File: config.mk
export PLATFORM = sky130hd
export DESIGN_NAME = tsxe_exec_unit
export DESIGN_NICKNAME = d
export VERILOG_FILES = /design/src/tsxe_pkg.sv /design/src/tsxe_exec_unit.sv /design/src/tsxe_hold_mem.sv
export VERILOG_INCLUDE_DIRS = /design/src /design/src/src
export SDC_FILE = /design/constraint.sdc
export NUM_CORES = 1
export LEC_CHECK = 0
export BUFFER_PORTS_ARGS = -buffer_cell sky130_fd_sc_hd__buf_2
export CORE_MARGIN = 1.5
export CORE_UTILIZATION = 35
export CTS_BUF_LIST = sky130_fd_sc_hd__clkbuf_16
export DETAILED_ROUTE_END_ITERATION = 8
export PLACE_DENSITY_LB_ADDON = 0.3
export SLEW_MARGIN = 20
export SYNTH_ARGS = -nofsm -noshare
export SYNTH_HDL_FRONTEND = slang
export SYNTH_SLANG_ARGS = --single-unit
File: constraint.sdc
create_clock -name core_clk -period 3.15 [get_ports core_clk]
set_input_delay 0.63 -clock core_clk [delete_from_list [all_inputs] [get_ports core_clk]]
set_output_delay 0.63 -clock core_clk [all_outputs]
set_load 0.01 [all_outputs]
File: src/tsxe_map.svh
// Purpose: Constants for the test/skip/xor execute unit
// Assumes: 16-bit instruction words, 8-bit data path
// Notes:   Encodings are matched on the upper bits of the word
`ifndef TSXE_MAP_SVH
`define TSXE_MAP_SVH

// ----------------------------------------------------------------------
// Opcode fields
// ----------------------------------------------------------------------
`define TSXE_OP_TST       7'h33
`define TSXE_OP_XORL      8'h0a
`define TSXE_OP_XORF      6'h06
`define TSXE_OP_EXT_HI    4'he
`define TSXE_OP_ADDP      4'h8
`define TSXE_OP_SUBP      4'h9
`define TSXE_OP_TWRITE    14'h0003
`define TSXE_OP_SECOND    4'hf

// ----------------------------------------------------------------------
// Field positions
// ----------------------------------------------------------------------
`define TSXE_BIT_A        8
`define TSXE_BIT_D        9
`define TSXE_ILO_LIMIT    8'h5f
// Selector 2 adjusts the third pointer; 3 adjusts it and returns
`define TSXE_PTR_SEL2     2'h2
`define TSXE_PTR_RET      2'h3

// ----------------------------------------------------------------------
// Reset values
// ----------------------------------------------------------------------
`define TSXE_RST_ACC      8'h00
`define TSXE_RST_PTR      22'h000000
`define TSXE_RST_FPTR     12'h000

`endif

File: src/tsxe_pkg.sv
// Purpose: Types for the test/skip/xor execute unit
// Assumes: Nothing beyond the map header
// Notes:   Phase and state codes are one-hot
package tsxe_pkg;

  // --------------------------------------------------------------------
  // Phase sequencer
  // --------------------------------------------------------------------
  typedef enum logic [3:0] {
    TSXE_Q1 = 4'h1,
    TSXE_Q2 = 4'h2,
    TSXE_Q3 = 4'h4,
    TSXE_Q4 = 4'h8
  } tsxe_phase_t;

  // --------------------------------------------------------------------
  // Execution state
  // --------------------------------------------------------------------
  typedef enum logic [2:0] {
    TSXE_EXEC  = 3'h1,
    TSXE_FLUSH = 3'h2,
    TSXE_FLUSH2 = 3'h4
  } tsxe_state_t;

endpackage : tsxe_pkg

File: src/tsxe_exec_unit.sv
// Purpose: Decode and execute test-skip, xor, pointer and table write ops
// Assumes: One instruction per four phases; register file answers in Q2
// Notes:   Skips flush the prefetched word with all-idle cycles
//
// Overview of operation
// - Word 0110 011a ffff ffff tests a register and skips; flags untouched.
// - Zero register discards prefetched word, runs idle cycle; two cycles total.
// - One cycle no skip, two skipping, three over a two-word instruction.
// - Bank bit 0 picks access bank; 1 uses bank select register.
// - Extended set, bank bit 0, address up to 5Fh: indexed literal offset.
// - 0000 1010 kkkk kkkk xors literal into accumulator, sets N and Z.
// - 0001 10da ffff ffff xors accumulator with register, sets N and Z.
// - Destination bit 0 writes accumulator, 1 writes back to register.
// - Base set plus optional two literal pointer instructions (add and subtract).
// - Extended ops and indexed offset stay off unless enable bit set.
// - Pointer add/subtract on third pointer with selector 3 also returns from subroutine.
`include "tsxe_map.svh"

module tsxe_exec_unit (
  input  wire logic        core_clk,
  input  wire logic        rst_n,
  input  wire logic [15:0] instr_word,
  input  wire logic [15:0] next_word,
  input  wire logic [7:0]  reg_rdata,
  input  wire logic [3:0]  bank_select_register,
  input  wire logic        extended_set_enable_bit,
  input  wire logic [7:0]  table_latch_byte,
  output logic      [11:0] reg_addr,
  output logic             reg_we,
  output logic      [7:0]  reg_wdata,
  output logic      [7:0]  acc,
  output logic             flag_n,
  output logic             flag_z,
  output logic             instr_done,
  output logic             flush,
  output logic             ret_req,
  output logic      [11:0] third_pointer_register,
  output logic      [21:0] table_pointer,
  output logic      [7:0]  hold_rdata
);

  // --------------------------------------------------------------------
  // Decode
  // --------------------------------------------------------------------
  function automatic logic [11:0] eff_addr(input logic [15:0] w, input logic [3:0] bank,
                                           input logic xen, input logic [11:0] p2);
    logic [7:0] f;
    f = w[7:0];
    if (w[`TSXE_BIT_A]) begin
      eff_addr = {bank, f};
    end else if (xen && f <= `TSXE_ILO_LIMIT) begin
      eff_addr = p2 + {4'h0, f};
    end else begin
      eff_addr = (f[7]) ? {4'hf, f} : {4'h0, f};
    end
  endfunction : eff_addr

  logic is_tst, is_xorl, is_xorf, is_ext, is_ptr, is_twrite;
  assign is_tst   = instr_word[15:9] == `TSXE_OP_TST;
  assign is_xorl  = instr_word[15:8] == `TSXE_OP_XORL;
  assign is_xorf  = instr_word[15:10] == `TSXE_OP_XORF;
  assign is_ext   = extended_set_enable_bit && instr_word[15:12] == `TSXE_OP_EXT_HI;
  assign is_ptr   = is_ext && (instr_word[11:8] == `TSXE_OP_ADDP
                            || instr_word[11:8] == `TSXE_OP_SUBP);
  assign is_twrite = instr_word[15:2] == `TSXE_OP_TWRITE;

  // --------------------------------------------------------------------
  // Phase and state
  // --------------------------------------------------------------------
  tsxe_pkg::tsxe_phase_t phase_q, phase_d;
  tsxe_pkg::tsxe_state_t state_q, state_d;
  logic [7:0]  acc_d;
  logic        n_d, z_d;
  logic [11:0] p2_d;
  logic [21:0] tp_d;
  logic        hold_we;
  logic [7:0]  xres;
  logic        skip, two_word, ret_p2;
  logic        pre_pend_q, pre_pend_d;

  assign reg_addr = eff_addr(instr_word, bank_select_register, extended_set_enable_bit,
                             third_pointer_register);
  assign xres     = acc ^ (is_xorl ? instr_word[7:0] : reg_rdata);
  assign skip     = is_tst && reg_rdata == 8'h00;
  assign two_word = next_word[15:12] == `TSXE_OP_EXT_HI
                 || next_word[15:12] == 4'hc || next_word[15:12] == 4'hf;
  assign ret_p2   = is_ptr && instr_word[7:6] == `TSXE_PTR_RET;
  assign flush    = state_q != tsxe_pkg::TSXE_EXEC;
  assign instr_done = phase_q == tsxe_pkg::TSXE_Q4 && state_q == tsxe_pkg::TSXE_EXEC
                   && !skip && !ret_p2;

  always_comb begin
    phase_d = phase_q;
    unique case (phase_q)
      tsxe_pkg::TSXE_Q1: phase_d = tsxe_pkg::TSXE_Q2;
      tsxe_pkg::TSXE_Q2: phase_d = tsxe_pkg::TSXE_Q3;
      tsxe_pkg::TSXE_Q3: phase_d = tsxe_pkg::TSXE_Q4;
      tsxe_pkg::TSXE_Q4: phase_d = tsxe_pkg::TSXE_Q1;
    endcase
  end

  always_comb begin
    state_d   = state_q;
    acc_d     = acc;
    n_d       = flag_n;
    z_d       = flag_z;
    p2_d      = third_pointer_register;
    tp_d      = table_pointer;
    reg_we    = 1'b0;
    reg_wdata = xres;
    hold_we   = 1'b0;
    ret_req   = 1'b0;
    if (phase_q == tsxe_pkg::TSXE_Q4) begin
      unique case (state_q)
        tsxe_pkg::TSXE_EXEC: begin
          if (skip) begin
            state_d = two_word ? tsxe_pkg::TSXE_FLUSH2 : tsxe_pkg::TSXE_FLUSH;
          end else if (is_xorl || is_xorf) begin
            n_d = xres[7];
            z_d = xres == 8'h00;
            if (is_xorf && instr_word[`TSXE_BIT_D]) begin
              reg_we = 1'b1;
            end else begin
              acc_d = xres;
            end
          end else if (ret_p2) begin
            p2_d = (instr_word[11:8] == `TSXE_OP_ADDP)
                 ? third_pointer_register + {6'h00, instr_word[5:0]}
                 : third_pointer_register - {6'h00, instr_word[5:0]};
            ret_req = 1'b1;
            state_d = tsxe_pkg::TSXE_FLUSH;
          end else if (is_ptr && instr_word[7:6] == `TSXE_PTR_SEL2) begin
            p2_d = (instr_word[11:8] == `TSXE_OP_ADDP)
                 ? third_pointer_register + {6'h00, instr_word[5:0]}
                 : third_pointer_register - {6'h00, instr_word[5:0]};
          end else if (is_twrite) begin
            if (instr_word[1:0] == 2'h3) begin
              tp_d = table_pointer + 22'h1;
            end else begin
              hold_we = 1'b1;
              if (instr_word[1:0] == 2'h1) tp_d = table_pointer + 22'h1;
              if (instr_word[1:0] == 2'h2) tp_d = table_pointer - 22'h1;
            end
          end
        end
        tsxe_pkg::TSXE_FLUSH:  state_d = tsxe_pkg::TSXE_EXEC;
        tsxe_pkg::TSXE_FLUSH2: state_d = tsxe_pkg::TSXE_FLUSH;
        default:               state_d = tsxe_pkg::TSXE_EXEC;
      endcase
    end else if (phase_q == tsxe_pkg::TSXE_Q1 && pre_pend_q) begin
      // Next op already stands in the word here, so only the flag is trusted
      hold_we = 1'b1;
    end
  end

  // Pre-increment store happens on the following Q1, after the bump
  assign pre_pend_d = phase_q == tsxe_pkg::TSXE_Q4 && is_twrite && instr_word[1:0] == 2'h3
                   && state_q == tsxe_pkg::TSXE_EXEC;

  always_ff @(posedge core_clk) begin
    if (!rst_n) begin
      phase_q                <= tsxe_pkg::TSXE_Q1;
      state_q                <= tsxe_pkg::TSXE_EXEC;
      acc                    <= `TSXE_RST_ACC;
      flag_n                 <= 1'b0;
      flag_z                 <= 1'b0;
      third_pointer_register <= `TSXE_RST_FPTR;
      table_pointer          <= `TSXE_RST_PTR;
      pre_pend_q             <= 1'b0;
    end else begin
      phase_q                <= phase_d;
      state_q                <= state_d;
      acc                    <= acc_d;
      flag_n                 <= n_d;
      flag_z                 <= z_d;
      third_pointer_register <= p2_d;
      table_pointer          <= tp_d;
      pre_pend_q             <= pre_pend_d;
    end
  end

  tsxe_hold_mem u_hold (
    .core_clk (core_clk),
    .we       (hold_we),
    .addr     (table_pointer[5:0]),
    .wdata    (table_latch_byte),
    .rdata    (hold_rdata)
  );
endmodule : tsxe_exec_unit

File: src/tsxe_hold_mem.sv
// Purpose: Write holding memory for the table write path
// Assumes: 64 byte entries indexed by the low pointer bits
// Notes:   Read data is registered
module tsxe_hold_mem (
  input  wire logic       core_clk,
  input  wire logic       we,
  input  wire logic [5:0] addr,
  input  wire logic [7:0] wdata,
  output logic      [7:0] rdata
);
  logic [7:0] mem [64];

  always_ff @(posedge core_clk) begin
    if (we) begin
      mem[addr] <= wdata;
    end
    rdata <= mem[addr];
  end
endmodule : tsxe_hold_mem

======== After elaboration in Yosys (flattened, before gate mapping) ========
Memories as Yosys holds them, arrays and structs flattened. A register that Yosys moved wholly into a read port is not among the register bits.
Cells that the tools add are included.
Widths: inputs -> output; s select.
operators by class
  magnitude comparators ................... 1
  add/sub/neg operators ................... 5
  mux-type cells .......................... 37
  reduce and logical (&&, ||, !) cells .... 29
  equality and inequality tests ........... 24
  bitwise gates (word level) .............. 6
operator list
  cell                   number
  $mux 12                6
  $mux 22                3
  $eq 4x4->1 const B     7
  $add 22x1->22 const B  1
  $sub 22x1->22 const B  1
  $mux 1                 21
  $logic_not 8->1        2
  $pmux 4 s4             1
  $eq 14x2->1 const B    1
  $logic_and 1x1->1      14
  $add 12x6->12          1
  $add 12x8->12          1
  $mux 3                 4
  $sub 12x6->12          1
  $reduce_and 5->1       2
  $eq 2x2->1 const B     4
  $eq 8x4->1 const B     1
  $le 8x7->1 const B     1
  $mux 8                 1
  $reduce_and 8->1       1
  $xor 8x8->8            1
  $eq 7x6->1 const B     1
  $eq 6x3->1 const B     1
  $ne 3x3->1 const B     2
  other kinds (15)       23
storage, ports and cells
  register bits after elaboration ......... 52
  memories kept ........................... 1
  bits in writable memories ............... 512
  logic and storage cells ................. 111
memories
  name        depth  bits a word  read ports  clocked after Yosys merged registers in  wr ports  line                 text
  u_hold.mem  64     8            1           1                                        1         tsxe_hold_mem.sv:11  logic [7:0] mem [64];

======== Logic depth before layout (Yosys ltp) ========
  depth after elaboration ................. 12
  depth in mapped cells ................... 12
  depth with buffers taken out ............ 11

======== Cells and area by module ========
From an unflattened synthesis, not the netlist that was laid out.
unflattened totals
  cells, all modules ...................... 1695
  area, all modules ....................... 24553.5 um^2
by module, submodules not included
  module          times used  cells each  area each (um^2)
  tsxe_hold_mem   1           1171        20449.6
  tsxe_exec_unit  1           524         4103.9

======== Worst setup path after synthesis ========
OpenSTA, ideal clock, no wires.
  path kind ............................... input port to flip-flop
  from .................................... input port instr_word[8]
  to ...................................... register third_pointer_register[10]
  cell stages on the path ................. 11
  buffers on the path ..................... 1
  setup time .............................. 0.062 ns
  data arrival time ....................... 3.353 ns
  slack ................................... -0.265 ns
  required time ........................... 3.088 ns
  cells stage by stage .................... clkbuf_1 > nor3_1 > nor2_1 > xor2_1 > ha_1 > o21a_1 > a21oi_1 > o31ai_1 > a31oi_1 > or4b_2 > nand3_1
on the way
  cells in the longest elaborated chain, start to end .. 6
  elaborated cells on any way between the ends .. 14
ends and longest elaborated chain
  element                             line                   text
  start: declaration                  tsxe_exec_unit.sv:22   input wire logic [15:0] instr_word,
  $eq 4x4->1 (no source line)         n/a
  $logic_or 1x1->1 (no source line)   n/a
  $logic_and 1x1->1                   tsxe_exec_unit.sv:63   assign is_ptr = is_ext && (instr_word[11:8] == `TSXE_OP_ADDP
  $logic_and 1x1->1 (no source line)  n/a
  $reduce_bool 2->1 (no source line)  n/a
  $reduce_and 5->1 (no source line)   n/a
  end signal: assignment              tsxe_exec_unit.sv:167  third_pointer_register <= `TSXE_RST_FPTR;
  end signal: assignment              tsxe_exec_unit.sv:176  third_pointer_register <= p2_d;
  end: declaration                    tsxe_exec_unit.sv:37   output logic [11:0] third_pointer_register,
Parallel ways exist; a longest one is shown, timed or not. The select of a mux whose other input is x is not followed.
A chain may end at the register's enable or synchronous reset.

======== Final worst setup path ========
  from .................................... register third_pointer_register[0]
  to ...................................... output port reg_addr[10]
on the way
  cells in the longest elaborated chain, start to end .. 3
ends and longest elaborated chain
  element           line                  text
  $add 12x8->12     tsxe_exec_unit.sv:52  eff_addr = p2 + {4'h0, f};
  $mux 12           tsxe_exec_unit.sv:51  end else if (xen && f <= `TSXE_ILO_LIMIT) begin
  $mux 12           tsxe_exec_unit.sv:49  if (w[`TSXE_BIT_A]) begin
  end: declaration  tsxe_exec_unit.sv:28  output logic [11:0] reg_addr,
No other way between the ends.

==> impl_metrics.py <==
metrics = {
    "logic_synthesis": {
        "avgSynthCellArea_um2": 15.0,
        "synthCells": 1617,
        "ys_types": 77,
        "ys_async_sr_fraction": 0,
        "syn_nets": 1697,
        "synth_ff_type": "edfxtp_1",
        "synth_seq_cells": 572,
        "netlist_area_um2": 24200,
        "yosysWarnings": 0,
        "synth_edf_count": 512,
        "synth.yosys.seq_area_share": 0.686,
    },
    "global_route": {
        "overflow": 0,
        "grt_start_max_net_pins": 65,
        "grt_pass1_wl_um": 103000,
        "grtUsageTotal": 0.195,
        "grt_pass1_vias": 15700,
        "antenna_found_initial": 0,
    },
    "setup_path": {
        "critical_path_arrival_ns": 2.64,
        "r2r_slack_ns": 0.12,
        "rr_endpoint": "u_hold.rdata[1]",
        "cp.required_ns": 2.52,
        "critPathMaxFanout": 3,
        "regToRegStartpoint": "table_pointer[2]",
        "cp-end-kind": "output pin",
        "critPathKind": "reg -> out",
        "rr_worst_depth": 6,
        "setup.worst_path.start_class": "register",
    },
    "floorplan": {
        "die_w_um": 266,
        "die_h_um": 266,
        "die-area_um2": 70700,
        "pin_count": 131,
        "initial_core_util": 0.353,
        "rows": 96,
        "core_um2": 68500,
    },
    "timing": {
        "clock.fmax_mhz": 306,
        "rsz0062_at_grt": "yes",
        "period_share": 1.04,
        "min_period_ns": 3.27,
        "drv_slew": 0,
        "skew_ns": 0.0491,
        "hold_viol": 0,
        "setup_violations": 2,
        "worst_slack_ns": -0.121,
        "worst_pin_slew_ns": 0.936,
        "max_slew_margin": 0.376,
    },
    "power": {
        "power.leakage_uw": 0.0102,
        "p_per_area_nw_per_um2": 527,
        "vdd_drop_max_v": 0.000449,
    },
    "detailed_routing": {
        "drcViolationCount": 0,
        "wire_per_inst_um": 24.3,
        "drt-vias-per-instance": 5.56,
        "dr.pass1.iters": 5,
        "wirelength_um": 69300,
        "ant_nets": 0,
        "drtIter0Drc": 1703,
        "vias": 15900,
    },
    "run_status": {
        "status": "finished, violations left",
        "violations": "setup timing",
    },
    "min_path": {
        "worstHoldPathType": "in -> reg",
        "hold_start": "instr_word[0]",
        "hold_depth": 4,
        "min_to": "third_pointer_register[0]",
    },
    "cts": {
        "ctsLongestPathBuffers": 3,
        "cts_made_buffers": 60,
        "clk-insertion-delay-late_ns": 0.65,
        "clock-sinks": 572,
        "cts_tree": "built",
        "h-tree-depth": 2,
        "cts_root_buf": "clkbuf_16",
        "clkTransAtPathRegs_ns": 0.06,
    },
    "place": {
        "dp_worst_setup_slack_ns": -0.135,
        "port_buffers": 118,
        "routabilityCongestion": 0.877,
        "dp_hpwl_um": 45900,
    },
    "layout": {
        "utilization": 0.427,
        "antenna_cells": 0,
        "final.fill_count": 6150,
        "layout-drive-gt1-share": 0.282,
        "areaGrowthSynthToFinish_pct": 21.0,
        "nets": 2000,
    },
    "job": {
        "max-cap-violations": 0,
    },
}
==> stage by stage <==
stage                     total power [uW]  setup TNS [ns]  hold slack, ns  std cells  instance area [um2]
after CTS                            15600          -0.323           0.475       2853                29200
after global placement                8780          -0.801           0.481       2737                27200
after detailed placement              8800           -2.33           0.499       2737                27200
final                                15400          -0.180           0.504       2853                29200
after global routing                 15900          -0.625           0.493       2853                29200
after floorplan                       8550               0           0.461       1617                24200
==> registers in the layout, summed over array words and instances (netlist names) <==
signal and count:
state_q 3, u_hold.rdata 8, acc 8, table_pointer 22
third_pointer_register 12, flag_z 1, u_hold.mem 512, pre_pend_q 1
flag_n 1, phase_q 4
==> where the power goes <==
part	switching, uW	leakage [uW]	total, uW	internal, uW
Clock	2980	0.000982	6780	3800
Combinational	259	0.00410	390	131
Sequential	3.75	0.00509	8250	8250
Total	3240	0.0102	15400	12200
==> layout by cell type, fill, tap and decap left out, types with 46 or more instances in the layout <==
master / n
a21oi_1: 46
a221oi_1: 73
buf_2: 118
buf_4: 204
clkbuf_16: 60
dfxtp_1: 54
edfxtp_1: 512
mux2i_1: 48
mux4_2: 50
nand2_1: 90
nor2_1: 122
o21ai_0: 54
==> worst max-delay path, stage by stage, from the launching register on <==
cell and delay (ns):
dfxtp_2 0.36, ha_4 0.15, inv_2 0.03, fa_2 0.33, nor2b_1 0.12, o21ai_1 0.09, a21o_1 0.22, a211oi_2 0.22
xor2_1 0.09, a221o_1 0.29, buf_2 0.14
==> cell usage after synthesis, types with 16 or more instances <==
cell	count	area [um2]
a21boi_0	21	158
a21oi_1	50	250
a221oi_1	74	648
a22oi_1	31	233
and2_1	20	125
buf_2	22	110
clkbuf_1	51	191
dfxtp_1	60	1200
edfxtp_1	512	15400
ha_1	23	288
inv_1	16	60.1
mux2_2	43	484
mux2i_1	48	480
mux4_2	50	1130
nand2_1	90	338
nand3_1	18	90.1
nor2_1	123	462
nor3_1	21	105
o21ai_0	57	285
o22ai_1	19	119
or3_1	18	113
xnor2_1	30	263
==> final cells by class <==
type                       instances  area, um2  share of cell area
tap                              882       1100              0.0377
clock inverter                    53        399              0.0136
clock buffer                      60       1500              0.0513
timing repair buffer             329       2260              0.0773
sequential                       572      16600               0.567
multi-input combinational        941       7330               0.251
inverter                          16       60.1             0.00205
==> logic make-up after synthesis <==
logic type / count (synthesis) / share of synthesized area
flip-flops: 572 / 0.686
AND/OR/NAND/NOR: 387 / 0.0803
AO/OA/AOI/OAI: 348 / 0.102
multiplexers: 141 / 0.0865
buffers and inverters: 104 / 0.0176
XOR/XNOR: 40 / 0.0145
adder cells (fa/ha/maj): 25 / 0.0136
==> repair_timing <==
| item | 4_1_cts | 5_1_grt |
|---|---|---|
| hold buffers | 0 | 0 |
| pin swaps | 12 | 7 |
| endpoints found under the setup margin | 5 | 6 |
| gates resized for setup | 24 | 7 |
| buffers inserted | 3 | 0 |
==> worst max-delay path by stage <==
stage / start / end / slack [ns] / depth (start not counted)
detailed placement: instr_word[10] / third_pointer_register[11] / -0.13 / 11
CTS: third_pointer_register[0] / reg_addr[10] / -0.21 / 10
global placement: instr_word[10] / third_pointer_register[11] / -0.18 / 11
global route: third_pointer_register[0] / reg_addr[10] / -0.24 / 10
finish: third_pointer_register[0] / reg_addr[10] / -0.12 / 10
floorplan: instr_word[8] / third_pointer_register[10] / 0.04 / 11
==> layer usage <==
metal	GRT usage	part of all wire	wire length (um)
met1	0.269	0.43	29600
met2	0.314	0.47	32600
met3	0.0315	0.072	5010
met4	0.0623	0.030	2070
met5	0	0	0
Power figures use the tool's default switching activity.
